<file path="config.mk">
export PLATFORM = sky130hd
export DESIGN_NAME = ir_carrier_modulation_timer
export DESIGN_NICKNAME = d
export VERILOG_FILES = /design/src/rtl/ir_timer_pkg.sv /design/src/rtl/ir_carrier_modulation_timer.sv
export VERILOG_INCLUDE_DIRS = /design/src /design/src/rtl
export SDC_FILE = /design/constraint.sdc
export NUM_CORES = 1
export LEC_CHECK = 0
export BUFFER_PORTS_ARGS = -buffer_cell sky130_fd_sc_hd__buf_2
export CAP_MARGIN = 10
export CELL_PAD_IN_SITES_DETAIL_PLACEMENT = 1
export CELL_PAD_IN_SITES_GLOBAL_PLACEMENT = 2
export CORE_ASPECT_RATIO = 0.75
export CORE_MARGIN = 5
export CORE_UTILIZATION = 35
export DETAILED_ROUTE_END_ITERATION = 12
export GPL_ROUTABILITY_DRIVEN = 0
export PLACE_DENSITY = 0.79
export SLEW_MARGIN = 15
export SYNTH_ARGS = -nofsm -noshare
export SYNTH_HDL_FRONTEND = slang
export SYNTH_SLANG_ARGS = --single-unit
</file>
<file path="constraint.sdc">
create_clock -name i_mclk -period 2.56 [get_ports i_mclk]
set_input_delay 0.256 -clock i_mclk [delete_from_list [all_inputs] [get_ports i_mclk]]
set_output_delay 0.256 -clock i_mclk [all_outputs]
set_load 0.005 [all_outputs]
</file>
<file path="src/rtl/ir_timer_defs.svh">
// register map, field positions and reset values of the infrared timer
`ifndef IR_TIMER_DEFS_SVH
`define IR_TIMER_DEFS_SVH

// ----------------------------------------------------------------
// register offsets
// ----------------------------------------------------------------
`define IRT_ADDR_W        3
`define IRT_OFF_CTRL      3'h0
`define IRT_OFF_CARRIER   3'h1
`define IRT_OFF_MODTIME   3'h2
`define IRT_OFF_VALUE     3'h3
`define IRT_OFF_STATUS    3'h4
`define IRT_OFF_MASK      3'h5
`define IRT_OFF_POWER     3'h6

// ----------------------------------------------------------------
// control register fields
// ----------------------------------------------------------------
`define IRT_CTRL_EN       0
`define IRT_CTRL_MODE     1
`define IRT_CTRL_DATA     2
`define IRT_CTRL_POL      3
`define IRT_CTRL_CFME     4
`define IRT_CTRL_SEL_LO   5
`define IRT_CTRL_SEL_HI   6
`define IRT_CTRL_RELOAD   7
`define IRT_CTRL_BURST    8
`define IRT_CTRL_DIV_LO   9
`define IRT_CTRL_DIV_HI   10

// ----------------------------------------------------------------
// status, mask and power-control fields
// ----------------------------------------------------------------
`define IRT_ST_OVF        0
`define IRT_ST_CAP        1
`define IRT_PWR_LEVEL     0
`define IRT_PWR_OE        1

// ----------------------------------------------------------------
// edge-select encodings
// ----------------------------------------------------------------
`define IRT_SEL_FALL      2'h0
`define IRT_SEL_RISE      2'h1

// ----------------------------------------------------------------
// reset values and counter maximum
// ----------------------------------------------------------------
`define IRT_RST_WORD16    16'h0000
`define IRT_RST_BYTE      8'h00
`define IRT_MAX16         16'hFFFF

`endif

</file>
<file path="src/rtl/ir_timer_pkg.sv">
// types shared by the infrared timer
package ir_timer_pkg;

  typedef enum logic [1:0] {
    ST_OFF      = 2'b00,
    ST_TX       = 2'b01,
    ST_RX_WAIT  = 2'b10,
    ST_RX_COUNT = 2'b11
  } ir_state_e;

endpackage

</file>
<file path="src/rtl/ir_carrier_modulation_timer.sv">
// infrared carrier generator, modulator and receive capture timer
`timescale 1ns/1ns
`include "ir_timer_defs.svh"

module ir_carrier_modulation_timer #(
  parameter int DIV_W = 2
) (
  input  wire logic                   i_mclk,
  input  wire logic                   i_resetn,
  input  wire logic [`IRT_ADDR_W-1:0] i_addr,
  input  wire logic [15:0]            i_wdata,
  input  wire logic                   i_wr,
  input  wire logic                   i_rd,
  output logic      [15:0]            o_rdata,
  input  wire logic                   i_infrared_receive_pin,
  output logic                        o_ir_tx_out,
  output logic                        o_ir_tx_oe_n,
  output logic                        o_irq
);
  import ir_timer_pkg::*;

  // ----------------------------------------------------------------
  // software registers
  // ----------------------------------------------------------------
  logic             infrared_timer_enable_reg;
  logic             transmit_receive_select_reg;
  logic             ir_data_bit_reg;
  logic             transmit_polarity_reg;
  logic             counter_clock_select_reg;
  logic [1:0]       capture_edge_select_reg;
  logic             capture_reload_enable_reg;
  logic             burst_count_enable_reg;
  logic [DIV_W-1:0] ir_clock_divider_reg;
  logic [15:0]      ir_carrier_times_reg;
  logic [15:0]      modulator_time_register_reg;
  logic [15:0]      ir_counter_value_reg;
  logic [1:0]       status_reg;
  logic [1:0]       mask_reg;
  logic [1:0]       power_control_register_reg;
  logic [15:0]      rdata_reg;

  // ----------------------------------------------------------------
  // engine state
  // ----------------------------------------------------------------
  ir_state_e        state_reg;
  ir_state_e        state_next;
  logic [7:0]       prescale_reg;
  logic [7:0]       phase_cnt_reg;
  logic             phase_high_reg;
  logic [15:0]      carrier_lat_reg;
  logic             pol_lat_reg;
  logic             data_lat_reg;
  logic             rx_prev_reg;
  logic             tx_out_reg;
  logic             tx_oe_n_reg;

  logic             infrared_prescaled_clock;
  logic             carrier_end;
  logic             count_tick;
  logic             rise;
  logic             fall;
  logic             qualified;
  logic             tx_reload;
  logic             capture;
  logic             ovf_event;
  logic             wr_ctrl;
  logic             tx_level;

  // ----------------------------------------------------------------
  // helpers
  // ----------------------------------------------------------------
  // prescaled clock tick: every 2^div system clocks
  function automatic logic div_tick(input logic [7:0] cnt, input logic [DIV_W-1:0] div);
    logic [7:0] lowmask;
    lowmask = 8'((9'h001 << div) - 9'h001);
    return (cnt & lowmask) == lowmask;
  endfunction

  // edge qualification per edge-select field
  function automatic logic edge_ok(input logic [1:0] sel, input logic r, input logic f);
    logic ok;
    ok = r | f;
    if (sel == `IRT_SEL_FALL) begin
      ok = f;
    end else if (sel == `IRT_SEL_RISE) begin
      ok = r;
    end
    return ok;
  endfunction

  assign wr_ctrl = i_wr && (i_addr == `IRT_OFF_CTRL);

  // ----------------------------------------------------------------
  // prescaler and carrier generator
  // ----------------------------------------------------------------
  always_ff @(posedge i_mclk or negedge i_resetn) begin
    if (!i_resetn) begin
      prescale_reg <= `IRT_RST_BYTE;
    end else if (!infrared_timer_enable_reg || tx_reload) begin
      // restart on each interval so its first carrier phase is full length
      prescale_reg <= `IRT_RST_BYTE;
    end else begin
      prescale_reg <= prescale_reg + 8'h01;
    end
  end

  assign infrared_prescaled_clock = div_tick(prescale_reg, ir_clock_divider_reg);
  assign carrier_end = infrared_prescaled_clock && !phase_high_reg && (phase_cnt_reg == `IRT_RST_BYTE);
  assign count_tick  = counter_clock_select_reg ? infrared_prescaled_clock : carrier_end;

  // each phase lasts its byte plus one prescaled clocks
  always_ff @(posedge i_mclk or negedge i_resetn) begin
    if (!i_resetn) begin
      phase_cnt_reg  <= `IRT_RST_BYTE;
      phase_high_reg <= 1'b1;
    end else if (state_reg == ST_OFF || tx_reload) begin
      phase_cnt_reg  <= tx_reload ? ir_carrier_times_reg[15:8] : `IRT_RST_BYTE;
      phase_high_reg <= 1'b1;
    end else if (infrared_prescaled_clock) begin
      if (phase_cnt_reg != `IRT_RST_BYTE) begin
        phase_cnt_reg <= phase_cnt_reg - 8'h01;
      end else if (phase_high_reg) begin
        phase_cnt_reg  <= carrier_lat_reg[7:0];
        phase_high_reg <= 1'b0;
      end else begin
        phase_cnt_reg  <= carrier_lat_reg[15:8];
        phase_high_reg <= 1'b1;
      end
    end
  end

  // ----------------------------------------------------------------
  // mode sequencing
  // ----------------------------------------------------------------
  assign rise      = i_infrared_receive_pin && !rx_prev_reg;
  assign fall      = !i_infrared_receive_pin && rx_prev_reg;
  assign qualified = edge_ok(capture_edge_select_reg, rise, fall);
  assign tx_reload = (state_reg != ST_TX && state_next == ST_TX) ||
                     (state_reg == ST_TX && count_tick && ir_counter_value_reg == `IRT_RST_WORD16);
  assign capture   = (state_reg == ST_RX_COUNT) && !transmit_receive_select_reg && qualified &&
                     !burst_count_enable_reg;
  assign ovf_event = (state_reg == ST_RX_COUNT) && !transmit_receive_select_reg &&
                     !(capture && capture_reload_enable_reg) && count_tick &&
                     !burst_count_enable_reg && ir_counter_value_reg == `IRT_MAX16;

  always_comb begin
    state_next = state_reg;
    case (state_reg)
      ST_OFF: begin
        if (infrared_timer_enable_reg) begin
          state_next = transmit_receive_select_reg ? ST_TX : ST_RX_WAIT;
        end
      end
      ST_TX: begin
        if (!transmit_receive_select_reg) begin
          state_next = ST_RX_WAIT;
        end
      end
      ST_RX_WAIT: begin
        if (transmit_receive_select_reg) begin
          state_next = ST_TX;
        end else if (qualified) begin
          state_next = ST_RX_COUNT;
        end
      end
      ST_RX_COUNT: begin
        if (transmit_receive_select_reg) begin
          state_next = ST_TX;
        end
      end
      default: begin
        state_next = ST_OFF;
      end
    endcase
    if (!infrared_timer_enable_reg) begin
      state_next = ST_OFF;
    end
  end

  always_ff @(posedge i_mclk or negedge i_resetn) begin
    if (!i_resetn) begin
      state_reg   <= ST_OFF;
      rx_prev_reg <= 1'b1;
    end else begin
      state_reg   <= (state_reg == ST_TX && state_next == ST_RX_WAIT) ? ST_OFF : state_next;
      rx_prev_reg <= i_infrared_receive_pin;
    end
  end

  // interval latch of carrier timing, polarity and data
  always_ff @(posedge i_mclk or negedge i_resetn) begin
    if (!i_resetn) begin
      carrier_lat_reg <= `IRT_RST_WORD16;
      pol_lat_reg     <= 1'b0;
      data_lat_reg    <= 1'b0;
    end else if (tx_reload) begin
      carrier_lat_reg <= ir_carrier_times_reg;
      pol_lat_reg     <= transmit_polarity_reg;
      data_lat_reg    <= ir_data_bit_reg;
    end else if (state_reg != ST_TX) begin
      carrier_lat_reg <= ir_carrier_times_reg;
      pol_lat_reg     <= transmit_polarity_reg;
    end
  end

  // ----------------------------------------------------------------
  // value counter, modulator time and data bit
  // ----------------------------------------------------------------
  always_ff @(posedge i_mclk or negedge i_resetn) begin
    if (!i_resetn) begin
      ir_counter_value_reg <= `IRT_RST_WORD16;
    end else if (tx_reload) begin
      ir_counter_value_reg <= modulator_time_register_reg;
    end else if (state_reg == ST_TX && count_tick) begin
      ir_counter_value_reg <= ir_counter_value_reg - 16'h0001;
    end else if (state_reg == ST_RX_WAIT && qualified) begin
      ir_counter_value_reg <= `IRT_RST_WORD16;
    end else if (capture && capture_reload_enable_reg) begin
      ir_counter_value_reg <= `IRT_RST_WORD16;
    end else if (state_reg == ST_RX_COUNT && burst_count_enable_reg && qualified) begin
      ir_counter_value_reg <= ir_counter_value_reg + 16'h0001;
    end else if (state_reg == ST_RX_COUNT && !burst_count_enable_reg && count_tick) begin
      ir_counter_value_reg <= ir_counter_value_reg + 16'h0001;
    end else if (i_wr && i_addr == `IRT_OFF_VALUE) begin
      ir_counter_value_reg <= i_wdata;
    end
  end

  always_ff @(posedge i_mclk or negedge i_resetn) begin
    if (!i_resetn) begin
      modulator_time_register_reg <= `IRT_RST_WORD16;
    end else if (capture) begin
      modulator_time_register_reg <= ir_counter_value_reg;
    end else if (i_wr && i_addr == `IRT_OFF_MODTIME) begin
      modulator_time_register_reg <= i_wdata;
    end
  end

  always_ff @(posedge i_mclk or negedge i_resetn) begin
    if (!i_resetn) begin
      ir_data_bit_reg <= 1'b0;
    end else if (capture) begin
      ir_data_bit_reg <= i_infrared_receive_pin;
    end else if (wr_ctrl) begin
      ir_data_bit_reg <= i_wdata[`IRT_CTRL_DATA];
    end
  end

  // ----------------------------------------------------------------
  // control, carrier and power registers
  // ----------------------------------------------------------------
  always_ff @(posedge i_mclk or negedge i_resetn) begin
    if (!i_resetn) begin
      infrared_timer_enable_reg   <= 1'b0;
      transmit_receive_select_reg <= 1'b0;
      transmit_polarity_reg       <= 1'b0;
      counter_clock_select_reg    <= 1'b0;
      capture_edge_select_reg     <= 2'h0;
      capture_reload_enable_reg   <= 1'b0;
      burst_count_enable_reg      <= 1'b0;
      ir_clock_divider_reg        <= '0;
    end else if (wr_ctrl) begin
      infrared_timer_enable_reg   <= i_wdata[`IRT_CTRL_EN];
      transmit_receive_select_reg <= i_wdata[`IRT_CTRL_MODE];
      transmit_polarity_reg       <= i_wdata[`IRT_CTRL_POL];
      counter_clock_select_reg    <= i_wdata[`IRT_CTRL_CFME];
      capture_edge_select_reg     <= i_wdata[`IRT_CTRL_SEL_HI:`IRT_CTRL_SEL_LO];
      capture_reload_enable_reg   <= i_wdata[`IRT_CTRL_RELOAD];
      burst_count_enable_reg      <= i_wdata[`IRT_CTRL_BURST];
      ir_clock_divider_reg        <= DIV_W'(i_wdata[`IRT_CTRL_DIV_HI:`IRT_CTRL_DIV_LO]);
    end
  end

  always_ff @(posedge i_mclk or negedge i_resetn) begin
    if (!i_resetn) begin
      ir_carrier_times_reg       <= `IRT_RST_WORD16;
      power_control_register_reg <= 2'h0;
      mask_reg                   <= 2'h0;
    end else if (i_wr) begin
      if (i_addr == `IRT_OFF_CARRIER) begin
        ir_carrier_times_reg <= i_wdata;
      end
      if (i_addr == `IRT_OFF_POWER) begin
        power_control_register_reg <= i_wdata[1:0];
      end
      if (i_addr == `IRT_OFF_MASK) begin
        mask_reg <= i_wdata[1:0];
      end
    end
  end

  // ----------------------------------------------------------------
  // status flags and interrupt
  // ----------------------------------------------------------------
  // a zero written clears a flag; a new event in that cycle wins
  always_ff @(posedge i_mclk or negedge i_resetn) begin
    if (!i_resetn) begin
      status_reg <= 2'h0;
    end else begin
      status_reg[`IRT_ST_OVF] <= ovf_event ||
        (status_reg[`IRT_ST_OVF] && !(i_wr && i_addr == `IRT_OFF_STATUS && !i_wdata[`IRT_ST_OVF]));
      status_reg[`IRT_ST_CAP] <= capture ||
        (status_reg[`IRT_ST_CAP] && !(i_wr && i_addr == `IRT_OFF_STATUS && !i_wdata[`IRT_ST_CAP]));
    end
  end

  assign o_irq = |(status_reg & mask_reg);

  // ----------------------------------------------------------------
  // transmit pin
  // ----------------------------------------------------------------
  assign tx_level = data_lat_reg ? (phase_high_reg ^ pol_lat_reg) : pol_lat_reg;

  always_ff @(posedge i_mclk or negedge i_resetn) begin
    if (!i_resetn) begin
      tx_out_reg  <= 1'b0;
      tx_oe_n_reg <= 1'b1;
    end else if (!infrared_timer_enable_reg) begin
      tx_out_reg  <= power_control_register_reg[`IRT_PWR_LEVEL];
      tx_oe_n_reg <= !power_control_register_reg[`IRT_PWR_OE];
    end else begin
      tx_out_reg  <= (state_reg == ST_TX) ? tx_level : transmit_polarity_reg;
      tx_oe_n_reg <= 1'b0;
    end
  end

  assign o_ir_tx_out  = tx_out_reg;
  assign o_ir_tx_oe_n = tx_oe_n_reg;

  // ----------------------------------------------------------------
  // register read port
  // ----------------------------------------------------------------
  always_ff @(posedge i_mclk or negedge i_resetn) begin
    if (!i_resetn) begin
      rdata_reg <= `IRT_RST_WORD16;
    end else if (i_rd) begin
      case (i_addr)
        `IRT_OFF_CTRL:    rdata_reg <= {5'h00, 2'(ir_clock_divider_reg), burst_count_enable_reg,
                                        capture_reload_enable_reg, capture_edge_select_reg,
                                        counter_clock_select_reg, transmit_polarity_reg, ir_data_bit_reg,
                                        transmit_receive_select_reg, infrared_timer_enable_reg};
        `IRT_OFF_CARRIER: rdata_reg <= ir_carrier_times_reg;
        `IRT_OFF_MODTIME: rdata_reg <= modulator_time_register_reg;
        `IRT_OFF_VALUE:   rdata_reg <= ir_counter_value_reg;
        `IRT_OFF_STATUS:  rdata_reg <= {14'h0000, status_reg};
        `IRT_OFF_MASK:    rdata_reg <= {14'h0000, mask_reg};
        `IRT_OFF_POWER:   rdata_reg <= {14'h0000, power_control_register_reg};
        default:          rdata_reg <= `IRT_RST_WORD16;
      endcase
    end else begin
      rdata_reg <= `IRT_RST_WORD16;
    end
  end

  assign o_rdata = rdata_reg;
endmodule

</file>
**Word-level counts from Yosys, hierarchy flattened**

Cells that the tools add are included.

- Shift operators: 1
- Mux-type cells: 42
- Order comparisons: 0
- Add/subtract/negate cells: 5
- Bitwise gates (word level): 4
- Equal/unequal tests: 16
- Reduce and logical (&&, ||, !) cells: 62
- Multipliers: 0
- Div/mod/pow operators: 0

Operator list:

| kind | count |
|---|---|
| $mux W16 | 12 |
| $pmux W16 S7 | 1 |
| $mux W8 | 6 |
| $logic_and A1 B1 Y1 | 29 |
| $add A16 B1 Y16 const B | 1 |
| $eq A16 B16 Y1 const B | 1 |
| $logic_not A16 Y1 | 1 |
| $sub A16 B1 Y16 const B | 1 |
| $sub A8 B1 Y8 const B | 2 |
| $mux W1 | 15 |
| $mux W2 | 7 |
| $logic_not A1 Y1 | 12 |
| $eq A3 B3 Y1 const B | 3 |
| $add A8 B1 Y8 const B | 1 |
| $and A8 B8 Y8 | 1 |
| $eq A8 B8 Y1 | 1 |
| $logic_not A8 Y1 | 1 |
| $pmux W2 S4 | 1 |
| $reduce_and A2 Y1 | 4 |
| $reduce_bool A2 Y1 | 4 |
| $reduce_bool A8 Y1 | 1 |
| $shl A1 B2 Y8 const A | 1 |
| $reduce_bool A7 Y1 | 1 |
| $eq A2 B1 Y1 const B | 3 |
| 12 further kinds | 20 |

- Memory bits (writable): 0
- Bits in read-only memories: 0
- Latch bits: 0
- Input bits: 24
- Output and inout port bits: 19
- Memories kept: 0
- Register bits after elaboration: 121

**Longest topological paths before layout**

Gate-level depths: netlist of the first run.

- Word-level depth: 15
- Gate-level depth with buffers: 11
- Depth with buffers taken out: 9

**Least setup slack after synthesis of the first run**

No wires, ideal clock.

- Path type: register to register
- From: register ir_clock_divider_reg[0]
- To: register ir_counter_value_reg[15]
- Period minus slack after synthesis: 2.423 ns
- Data required time: 2.465 ns
- Cell stages (with the launch flop): 11
- Buffers on the path: 2
- Library setup time: 0.095 ns
- Path slack: 0.137 ns
- Arrival time: 2.328 ns
- Cell sequence: dfrtp_1 -> or2_2 -> ha_1 -> a21bo_2 -> o221ai_1 -> nor4_4 -> or2_1 -> buf_4 -> buf_6 -> a311oi_1 -> o31ai_1

- Word-level cells in the longest chain between the ends: 14
- Elaborated cells on any way between the ends: 18

RTL lines:

| element | line | text |
|---|---|---|
| start, declared | ir_carrier_modulation_timer.sv:33 | `logic [DIV_W-1:0] ir_clock_divider_reg;` |
| start signal, assigned | ir_carrier_modulation_timer.sv:270 | `` ir_clock_divider_reg <= DIV_W'(i_wdata[`IRT_CTRL_DIV_HI:`IRT_CTRL_DIV_LO]); `` |
| $shl A1 B2 Y8 (*) | ir_carrier_modulation_timer.sv:75 | `lowmask = 8'((9'h001 << div) - 9'h001);` |
| $sub A8 B1 Y8 (*) | ir_carrier_modulation_timer.sv:75 |  |
| $and A8 B8 Y8 | ir_carrier_modulation_timer.sv:76 | `return (cnt & lowmask) == lowmask;` |
| $eq A8 B8 Y1 (*) | ir_carrier_modulation_timer.sv:76 |  |
| $logic_and A1 B1 Y1 (2 in a row) | ir_carrier_modulation_timer.sv:108 | `` assign carrier_end = infrared_prescaled_clock && !phase_high_reg && (phase_cnt_reg == `IRT_RST_BYTE); `` |
| $mux W1 (*) | ir_carrier_modulation_timer.sv:109 | `assign count_tick = counter_clock_select_reg ? infrared_prescaled_clock : carrier_end;` |
| $logic_and A1 B1 Y1 | ir_carrier_modulation_timer.sv:222 | `end else if (state_reg == ST_RX_COUNT && !burst_count_enable_reg && count_tick) begin` |
| $mux W16 | ir_carrier_modulation_timer.sv:222 |  |
| $mux W16 | ir_carrier_modulation_timer.sv:220 | `end else if (state_reg == ST_RX_COUNT && burst_count_enable_reg && qualified) begin` |
| $mux W16 | ir_carrier_modulation_timer.sv:218 | `end else if (capture && capture_reload_enable_reg) begin` |
| $mux W16 | ir_carrier_modulation_timer.sv:216 | `end else if (state_reg == ST_RX_WAIT && qualified) begin` |
| $mux W16 | ir_carrier_modulation_timer.sv:214 | `end else if (state_reg == ST_TX && count_tick) begin` |
| $mux W16 | ir_carrier_modulation_timer.sv:212 | `end else if (tx_reload) begin` |
| end signal, assigned | ir_carrier_modulation_timer.sv:213 | `ir_counter_value_reg <= modulator_time_register_reg;` |
| end signal, assigned | ir_carrier_modulation_timer.sv:215 | `ir_counter_value_reg <= ir_counter_value_reg - 16'h0001;` |
| end signal, assigned | ir_carrier_modulation_timer.sv:217 | `` ir_counter_value_reg <= `IRT_RST_WORD16; `` |
| end, declared | ir_carrier_modulation_timer.sv:36 | `logic [15:0] ir_counter_value_reg;` |

Mark *: on every way between the ends. The rest lies on a longest branch, timed or not.
A chain may end at the register's enable or synchronous reset.

**Final worst setup path of the first run**

- From: register ir_clock_divider_reg[1]
- To: register ir_counter_value_reg[13]

Same word-level chain as after synthesis.

==> results of run 1 <==
## logic make-up (layout without fill, tap and decap cells)
group | count (synthesis) | in the layout
AOI/OAI and AO/OA | 183 | 183
xor gates and xnor gates | 31 | 31
adders and majority gates | 8 | 8
buffers and inverters | 67 | 153
DFF | 121 | 121
muxes | 84 | 84
and+or+nand+nor | 209 | 209
## worst reg2reg max path, stage by stage, from the launching register on
cell and delay [ns]:
dfrtp_2 0.45, nand2_4 0.11, inv_1 0.05, ha_1 0.29
or2_4 0.26, o2111ai_2 0.10, nor4_4 0.08, buf_4 0.17
or2_4 0.32, clkbuf_16 0.20, o41ai_2 0.34, a31oi_1 0.07
## cell usage after synthesis, types with 2 or more instances
| master | instances | area [um^2] |
|---|---|---|
| o211ai_1 | 16 | 120 |
| a22oi_1 | 15 | 113 |
| nand4_1 | 11 | 68.8 |
| buf_6 | 2 | 22.5 |
| buf_2 | 15 | 75.1 |
| inv_1 | 11 | 41.3 |
| nand3_1 | 16 | 80.1 |
| nor3_1 | 8 | 40.0 |
| ha_1 | 8 | 100 |
| nor2_1 | 77 | 289 |
| a211oi_1 | 4 | 30.0 |
| o21a_1 | 2 | 15.0 |
| a21oi_1 | 40 | 200 |
| and3_1 | 7 | 43.8 |
| o21bai_1 | 15 | 113 |
| dfrtp_1 | 118 | 2950 |
| clkbuf_1 | 32 | 120 |
| o41ai_1 | 15 | 131 |
| nor4_4 | 3 | 63.8 |
| or2_2 | 2 | 12.5 |
| a31oi_1 | 14 | 87.6 |
| nand4b_1 | 2 | 17.5 |
| and4_1 | 5 | 43.8 |
| nor4_2 | 2 | 25.0 |
| or2_1 | 2 | 12.5 |
| mux2_2 | 53 | 597 |
| buf_1 | 5 | 18.8 |
| and2_1 | 4 | 25.0 |
| o21ai_0 | 31 | 155 |
| xnor2_1 | 13 | 114 |
| nor2b_1 | 6 | 37.5 |
| dfstp_2 | 3 | 78.8 |
| a221oi_1 | 12 | 105 |
| mux2i_1 | 29 | 290 |
| nand2b_1 | 7 | 43.8 |
| nand3b_1 | 2 | 15.0 |
| mux4_2 | 2 | 45.0 |
| nor4_1 | 5 | 31.3 |
| nand2_1 | 36 | 135 |
| xor2_1 | 18 | 158 |
| o31ai_1 | 5 | 37.5 |
| buf_4 | 2 | 15.0 |
| or3_1 | 7 | 43.8 |
| a311oi_1 | 2 | 17.5 |
## final cells by class
| type | instances | share of cell area (%) |
|---|---|---|
| multi-input combinational | 515 | 44.2 |
| sequential | 121 | 34.8 |
| timing repair buffer | 110 | 9.67 |
| clock buffer | 20 | 5.36 |
| tap | 253 | 3.63 |
| clock inverter | 12 | 1.88 |
| inverter | 11 | 0.474 |
## power by group through the flow
stage | Combinational (W) | Sequential (W) | Clock, W
final | 0.00362 | 0.00310 | 0.00257
after global routing | 0.00389 | 0.00318 | 0.00270
after CTS | 0.00331 | 0.00307 | 0.00260
after detailed placement | 0.00325 | 0.00308 | 0
after global placement | 0.00312 | 0.00305 | 0
after floorplan | 0.00225 | 0.00282 | 0
## layout by cell type (no fill, tap or decap), types with 13 or more instances in the layout
master | netlist | routed
nor2_1 | 77 | 75
mux2i_1 | 29 | 29
clkbuf_16 | 0 | 19
a31oi_1 | 14 | 14
buf_4 | 2 | 58
nand2_1 | 36 | 34
buf_2 | 15 | 41
nand3_1 | 16 | 16
o21bai_1 | 15 | 15
xnor2_1 | 13 | 13
a22oi_1 | 15 | 15
o211ai_1 | 16 | 16
o21ai_0 | 31 | 31
xor2_1 | 18 | 18
dfrtp_1 | 118 | 116
mux2_2 | 53 | 53
a21oi_1 | 40 | 39
## path summary, 6_finish.rpt
check                                              start                         to  slack [ns]  depth (start not counted)
setup / recovery                 ir_clock_divider_reg[1]   ir_counter_value_reg[13]       -0.02                         11
hold / removal                                i_wdata[7]  capture_reload_enable_reg        0.13                          3
setup reg to reg                 ir_clock_divider_reg[1]   ir_counter_value_reg[13]       -0.02                         11
hold reg to reg            power_control_register_reg[1]               o_ir_tx_oe_n        0.42                          1
max in group asynchronous                       i_resetn               o_ir_tx_oe_n        1.47                          3
min in group asynchronous                       i_resetn    ir_counter_value_reg[1]        0.31                          2
## stage by stage
step,util [%],worst slack [ns],area [um^2],TNS [ns],total power (W)
floorplan,-,0.137,6960,0,0.00506
global placement,40.0,0.0487,7770,0,0.00617
detailed placement,40.0,-0.0733,7770,-0.637,0.00633
CTS,43.4,0.00326,8430,0,0.00898
global route,44.8,-0.0720,8710,-0.519,0.00977
finish,44.8,-0.0172,8710,-0.0213,0.00929
## routing by layer
metal | vias to the layer above | routed length, um | track usage (%)
met5 | - | 0 | 0
met4 | 0 | 456 | 5.54
met3 | 33 | 1400 | 4.64
met2 | 199 | 11400 | 32.6
met1 | 3219 | 11400 | 29.0
li1 | 2744 | - | -
## timing repair
action,CTS,global route
hold buffers,2,0
setup buffers,0,4
pin swaps,1,5
cloned,0,3
gates resized for setup,3,33
endpoints found under the hold margin,23,0
setup endpoints to repair,24,24
==> results.sh, run 1 <==
export IMPL_synth_simple_area_share_pct=15.8
export IMPL_syn_num_nets=735
export IMPL_ys_ff_latch=121
export IMPL_layout_drive_gt1_share_pct=30.4
export IMPL_synthArstFlopShare_pct=100
export IMPL_synth_mux_area_share_pct=13.4
export IMPL_rsz0062_at_grt="yes"
export IMPL_crit_required_ns=2.86
export IMPL_start_util_pct=35.8
export IMPL_routed_wl_mm=24.6
export IMPL_antenna_found_initial=0
export IMPL_combPwrFrac_pct=39.0
export IMPL_vias_per_cell=5.95
export IMPL_area_growth_pct=25.1
export IMPL_clkSlewWorstSetupHoldPaths_ns=0.06
export IMPL_max_cap_violations=0
export IMPL_criticalPathCategory="register to register"
export IMPL_crit_arrival_ns=2.88
export IMPL_hold_class="primary input to register"
export IMPL_cts_tree="yes"
export IMPL_io_pins=43
export IMPL_core_area_um2=19400
export IMPL_seqCellArea_um2=3030
export IMPL_ir_drop_uv=436
export IMPL_io_buffers=42
export IMPL_cp_buffers_inverters=3
export IMPL_clk_path_buf_depth=2
export IMPL_maxSlewViolCount=0
export IMPL_drc_errors=0
export IMPL_synth_top_family_by_area="compound AO/OA/AOI/OAI gates"
export IMPL_swShare_pct=38.0
export IMPL_synthXorXnorAreaFrac_pct=3.90
export IMPL_grt_pass1_wl_mm=37.6
export IMPL_fin_hold_ws_ns=0.131
export IMPL_ys_seq_area_share_pct=43.5
export IMPL_finalHoldViolations=0
export IMPL_worst_pin_slew_ns=0.595
export IMPL_sequentialPowerShare_pct=33.4
export IMPL_die_area_um2=22800
export IMPL_synth_warnings=0
export IMPL_synth_fa_ha_area_share_pct=1.44
export IMPL_switching_power_w=0.00353
export IMPL_drtAntennaViolNets=0
export IMPL_gr_usage_all_layers_pct=20.7
export IMPL_layout_setup_ws_ns=-0.0172
export IMPL_setup_viol=2
export IMPL_cpMaxStageDelayCell="dfrtp_2"
export IMPL_p_int_w=0.00576
export IMPL_cts_sinks=121
export IMPL_cpMostUsedCell="or2_4"
export IMPL_synthesis_area_um2=6960
export IMPL_grt_ovfl_total=0
export IMPL_synth_edf_count=0
export IMPL_cts_buffers_inserted=17
export IMPL_power_leakage_nw=3.75
export IMPL_multi_input_area_um2=3850
export IMPL_die_y_um=132
export IMPL_finalNonFillerCells=1042
export IMPL_synthCells=703
export IMPL_grt_pass1_vias=6414
export IMPL_fill_cells=2158
export IMPL_nets=808
export IMPL_critical_path_top_delay_family="simple AND/OR/NAND/NOR gates"
export IMPL_failed_checks="negative setup slack"
export IMPL_startpoint_type="register"
export IMPL_wl_per_cell_um=23.6
export IMPL_clk_latency_ns=0.43
export IMPL_synth_compound_area_share_pct=17.7
export IMPL_drt_first_iter_violations=446
export IMPL_powerDensity_nw_per_um2=1070
export IMPL_run_status="finished, violations left"
export IMPL_cts_root_buf="clkbuf_16"
export IMPL_yosys_most_used_dff="dfrtp_1"
export IMPL_fp_dieW_um=173
export IMPL_grt_max_degree=70
export IMPL_dr_pass1_iters=5
export IMPL_max_freq_ghz=0.388
export IMPL_dp_cells=1001
export IMPL_syn_area_per_cell_um2=9.91
export IMPL_antenna_cells=0
export IMPL_slowest_delay_ns=0.45
export IMPL_vias=6195
export IMPL_path_cells="nand2_4 -> inv_1 -> ha_1 -> or2_4 -> o2111ai_2 -> nor4_4 -> buf_4 -> or2_4 -> clkbuf_16 -> o41ai_2 -> a31oi_1"
export IMPL_crit_path_max_fanout=11
export IMPL_htreeDepth=4
export IMPL_rows=44
export IMPL_synth_distinct_cells=63
export IMPL_fin_crit_ns=2.58
export IMPL_fin_crit_sh_pct=101
export IMPL_pwr_share_clk_pct=27.7
export IMPL_dp_final_hpwl_mm=17.7
export IMPL_max_slew_margin_pct=59.8
export IMPL_crit_path_end_kind="register"
export IMPL_clock_skew_ns=0.00876
No activity file was read; power rests on OpenSTA's default activity.
==> inputs of run 2 (changes only) <==
CORE_UTILIZATION = 36   (was 35)
CTS_CLUSTER_SIZE = 40   (was unset)
PLACE_DENSITY = 0.8   (was 0.79)
SETUP_SLACK_MARGIN = 0.05   (was unset)
==> run 2 against run 1 <==
  * The run now ends clean
  * Largest cell class unchanged
  * Maximum frequency rose by 4.0%
  * Non-clock buffer count fell by 6
  * Critical endpoint is now ir_counter_value_reg[1]
  * Register-to-register slack improved by 0.098 ns
  * Via count fell by 0.86%
==> results.sh, run 2 (synthesized netlist as in run 1, its figures left out) <==
export IMPL_wl_per_cell_um=23.9
export IMPL_max_cap_violations=0
export IMPL_finalNonFillerCells=1036
export IMPL_finalHoldViolations=0
export IMPL_criticalPathCategory="register to register"
export IMPL_htreeDepth=4
export IMPL_cts_buffers_inserted=17
export IMPL_setup_viol=0
export IMPL_drtAntennaViolNets=0
export IMPL_clock_skew_ns=0.0104
export IMPL_io_pins=43
export IMPL_cts_sinks=121
export IMPL_dr_pass1_iters=5
export IMPL_critical_path_top_delay_family="simple AND/OR/NAND/NOR gates"
export IMPL_hold_class="primary input to register"
export IMPL_clkSlewWorstSetupHoldPaths_ns=0.07
export IMPL_cts_tree="yes"
export IMPL_crit_required_ns=2.86
export IMPL_vias_per_cell=5.93
export IMPL_antenna_cells=0
export IMPL_maxSlewViolCount=0
export IMPL_powerDensity_nw_per_um2=1070
export IMPL_cpMaxStageDelayCell="dfrtp_2"
export IMPL_die_area_um2=22300
export IMPL_area_growth_pct=23.5
export IMPL_gr_usage_met2_pct=35.3
export IMPL_dp_cells=995
export IMPL_antenna_found_initial=0
export IMPL_fin_crit_sh_pct=96.8
export IMPL_rsz0062_at_grt="yes"
export IMPL_crit_path_max_fanout=20
export IMPL_gr_usage_all_layers_pct=22.2
export IMPL_power_leakage_nw=3.69
export IMPL_crit_path_end_kind="register"
export IMPL_placed_area_um2=7710
export IMPL_use_met3_pct=3.94
export IMPL_grt_ovfl_total=0
export IMPL_path_cells="nand2_4 -> inv_1 -> ha_1 -> or2_2 -> o2111ai_2 -> nor4_4 -> or2_4 -> clkbuf_16 -> o41ai_4 -> a21oi_1"
export IMPL_core_area_um2=19200
export IMPL_die_y_um=130
export IMPL_ir_drop_uv=442
export IMPL_layout_drive_gt1_share_pct=29.1
export IMPL_clk_latency_ns=0.43
export IMPL_drc_errors=0
export IMPL_routed_wl_mm=24.7
export IMPL_max_freq_ghz=0.403
export IMPL_nets=802
export IMPL_vias=6142
export IMPL_fp_dieW_um=171
export IMPL_finalInstanceArea_um2=8600
export IMPL_grt_busiest_layer="met2"
export IMPL_cts_root_buf="clkbuf_16"
export IMPL_slowest_delay_ns=0.46
export IMPL_crit_arrival_ns=2.78
export IMPL_layout_commonest_cell="dfrtp_1"
export IMPL_start_util_pct=36.2
export IMPL_run_status="complete, no violations"
export IMPL_grt_pass1_wl_mm=37.7
export IMPL_rows=44
export IMPL_use_met1_pct=31.4
export IMPL_fin_crit_ns=2.48
export IMPL_drt_first_iter_violations=454
export IMPL_clk_path_buf_depth=2
export IMPL_max_slew_margin_pct=57.5
export IMPL_io_buffers=42
export IMPL_dp_final_hpwl_mm=17.6
export IMPL_grt_pass1_vias=6328
export IMPL_grt_max_degree=59
export IMPL_fill_cells=2119
export IMPL_cp_buffers_inverters=2
export IMPL_startpoint_type="register"
export IMPL_final_cell_mix="116 x dfrtp_1, 74 x nor2_1, 53 x mux2_2"
export IMPL_worst_pin_slew_ns=0.638
==> run 2: through the flow <==
stage	worst slack (ns)	util [%]	hold slack (ns)	TNS [ns]	power, W
after floorplan	0.137	-	-0.0396	0	0.00506
after global placement	0.0855	40.1	0.305	0	0.00619
after detailed placement	-0.0220	40.1	0.316	-0.0591	0.00635
after CTS	0.0554	43.8	0.136	0	0.00895
after global routing	-0.000694	44.8	0.143	-0.000694	0.00963
final	0.0809	44.8	0.143	0	0.00917
==> run 2: final timing paths <==
check / endpoint / from / depth (start not counted) / slack, ns
min in group asynchronous: o_rdata[1] / i_resetn / 2 / 0.40
max in group asynchronous: rx_prev_reg / i_resetn / 3 / 1.37
worst max register to register: ir_counter_value_reg[1] / ir_clock_divider_reg[1] / 10 / 0.08
worst min-delay path: ir_carrier_times_reg[14] / i_wdata[14] / 2 / 0.14
worst max-delay path: ir_counter_value_reg[1] / ir_clock_divider_reg[1] / 10 / 0.08
worst min register to register: o_ir_tx_oe_n / power_control_register_reg[1] / 1 / 0.42
==> run 2: final cells by class <==
cell class | instances | area (um^2) | share of cell area (%)
flip-flops and latches | 121 | 3030 | 35.3
well taps | 253 | 317 | 3.68
repair buffers | 104 | 792 | 9.21
inverters | 11 | 41.3 | 0.480
multi-input cells | 515 | 3810 | 44.3
clock buffers | 17 | 425 | 4.95
clock inverters | 15 | 179 | 2.08
==> run 2: power by group <==
part | switching (W) | leakage [nW] | internal [W]
registers | 0.000655 | 1.49 | 0.00247
clock network | 0.00105 | 0.292 | 0.00148
logic | 0.00190 | 1.90 | 0.00163
==> run 2: per-layer routing <==
| layer | wire [um] | up-vias | share of wire, % |
|---|---|---|---|
| li1 | - | 2723 | - |
| met1 | 11400 | 3186 | 46 |
| met2 | 11400 | 193 | 46 |
| met3 | 1380 | 40 | 5.6 |
| met4 | 481 | 0 | 1.9 |
| met5 | 0 | - | 0 |
==> run 2: timing repair <==
item,CTS,global route
hold buffers,2,0
buffers inserted,2,4
resized for setup,12,22
cloned,0,1
endpoints found under the hold margin,43,0
pin swaps,4,3
setup endpoints to repair,27,23
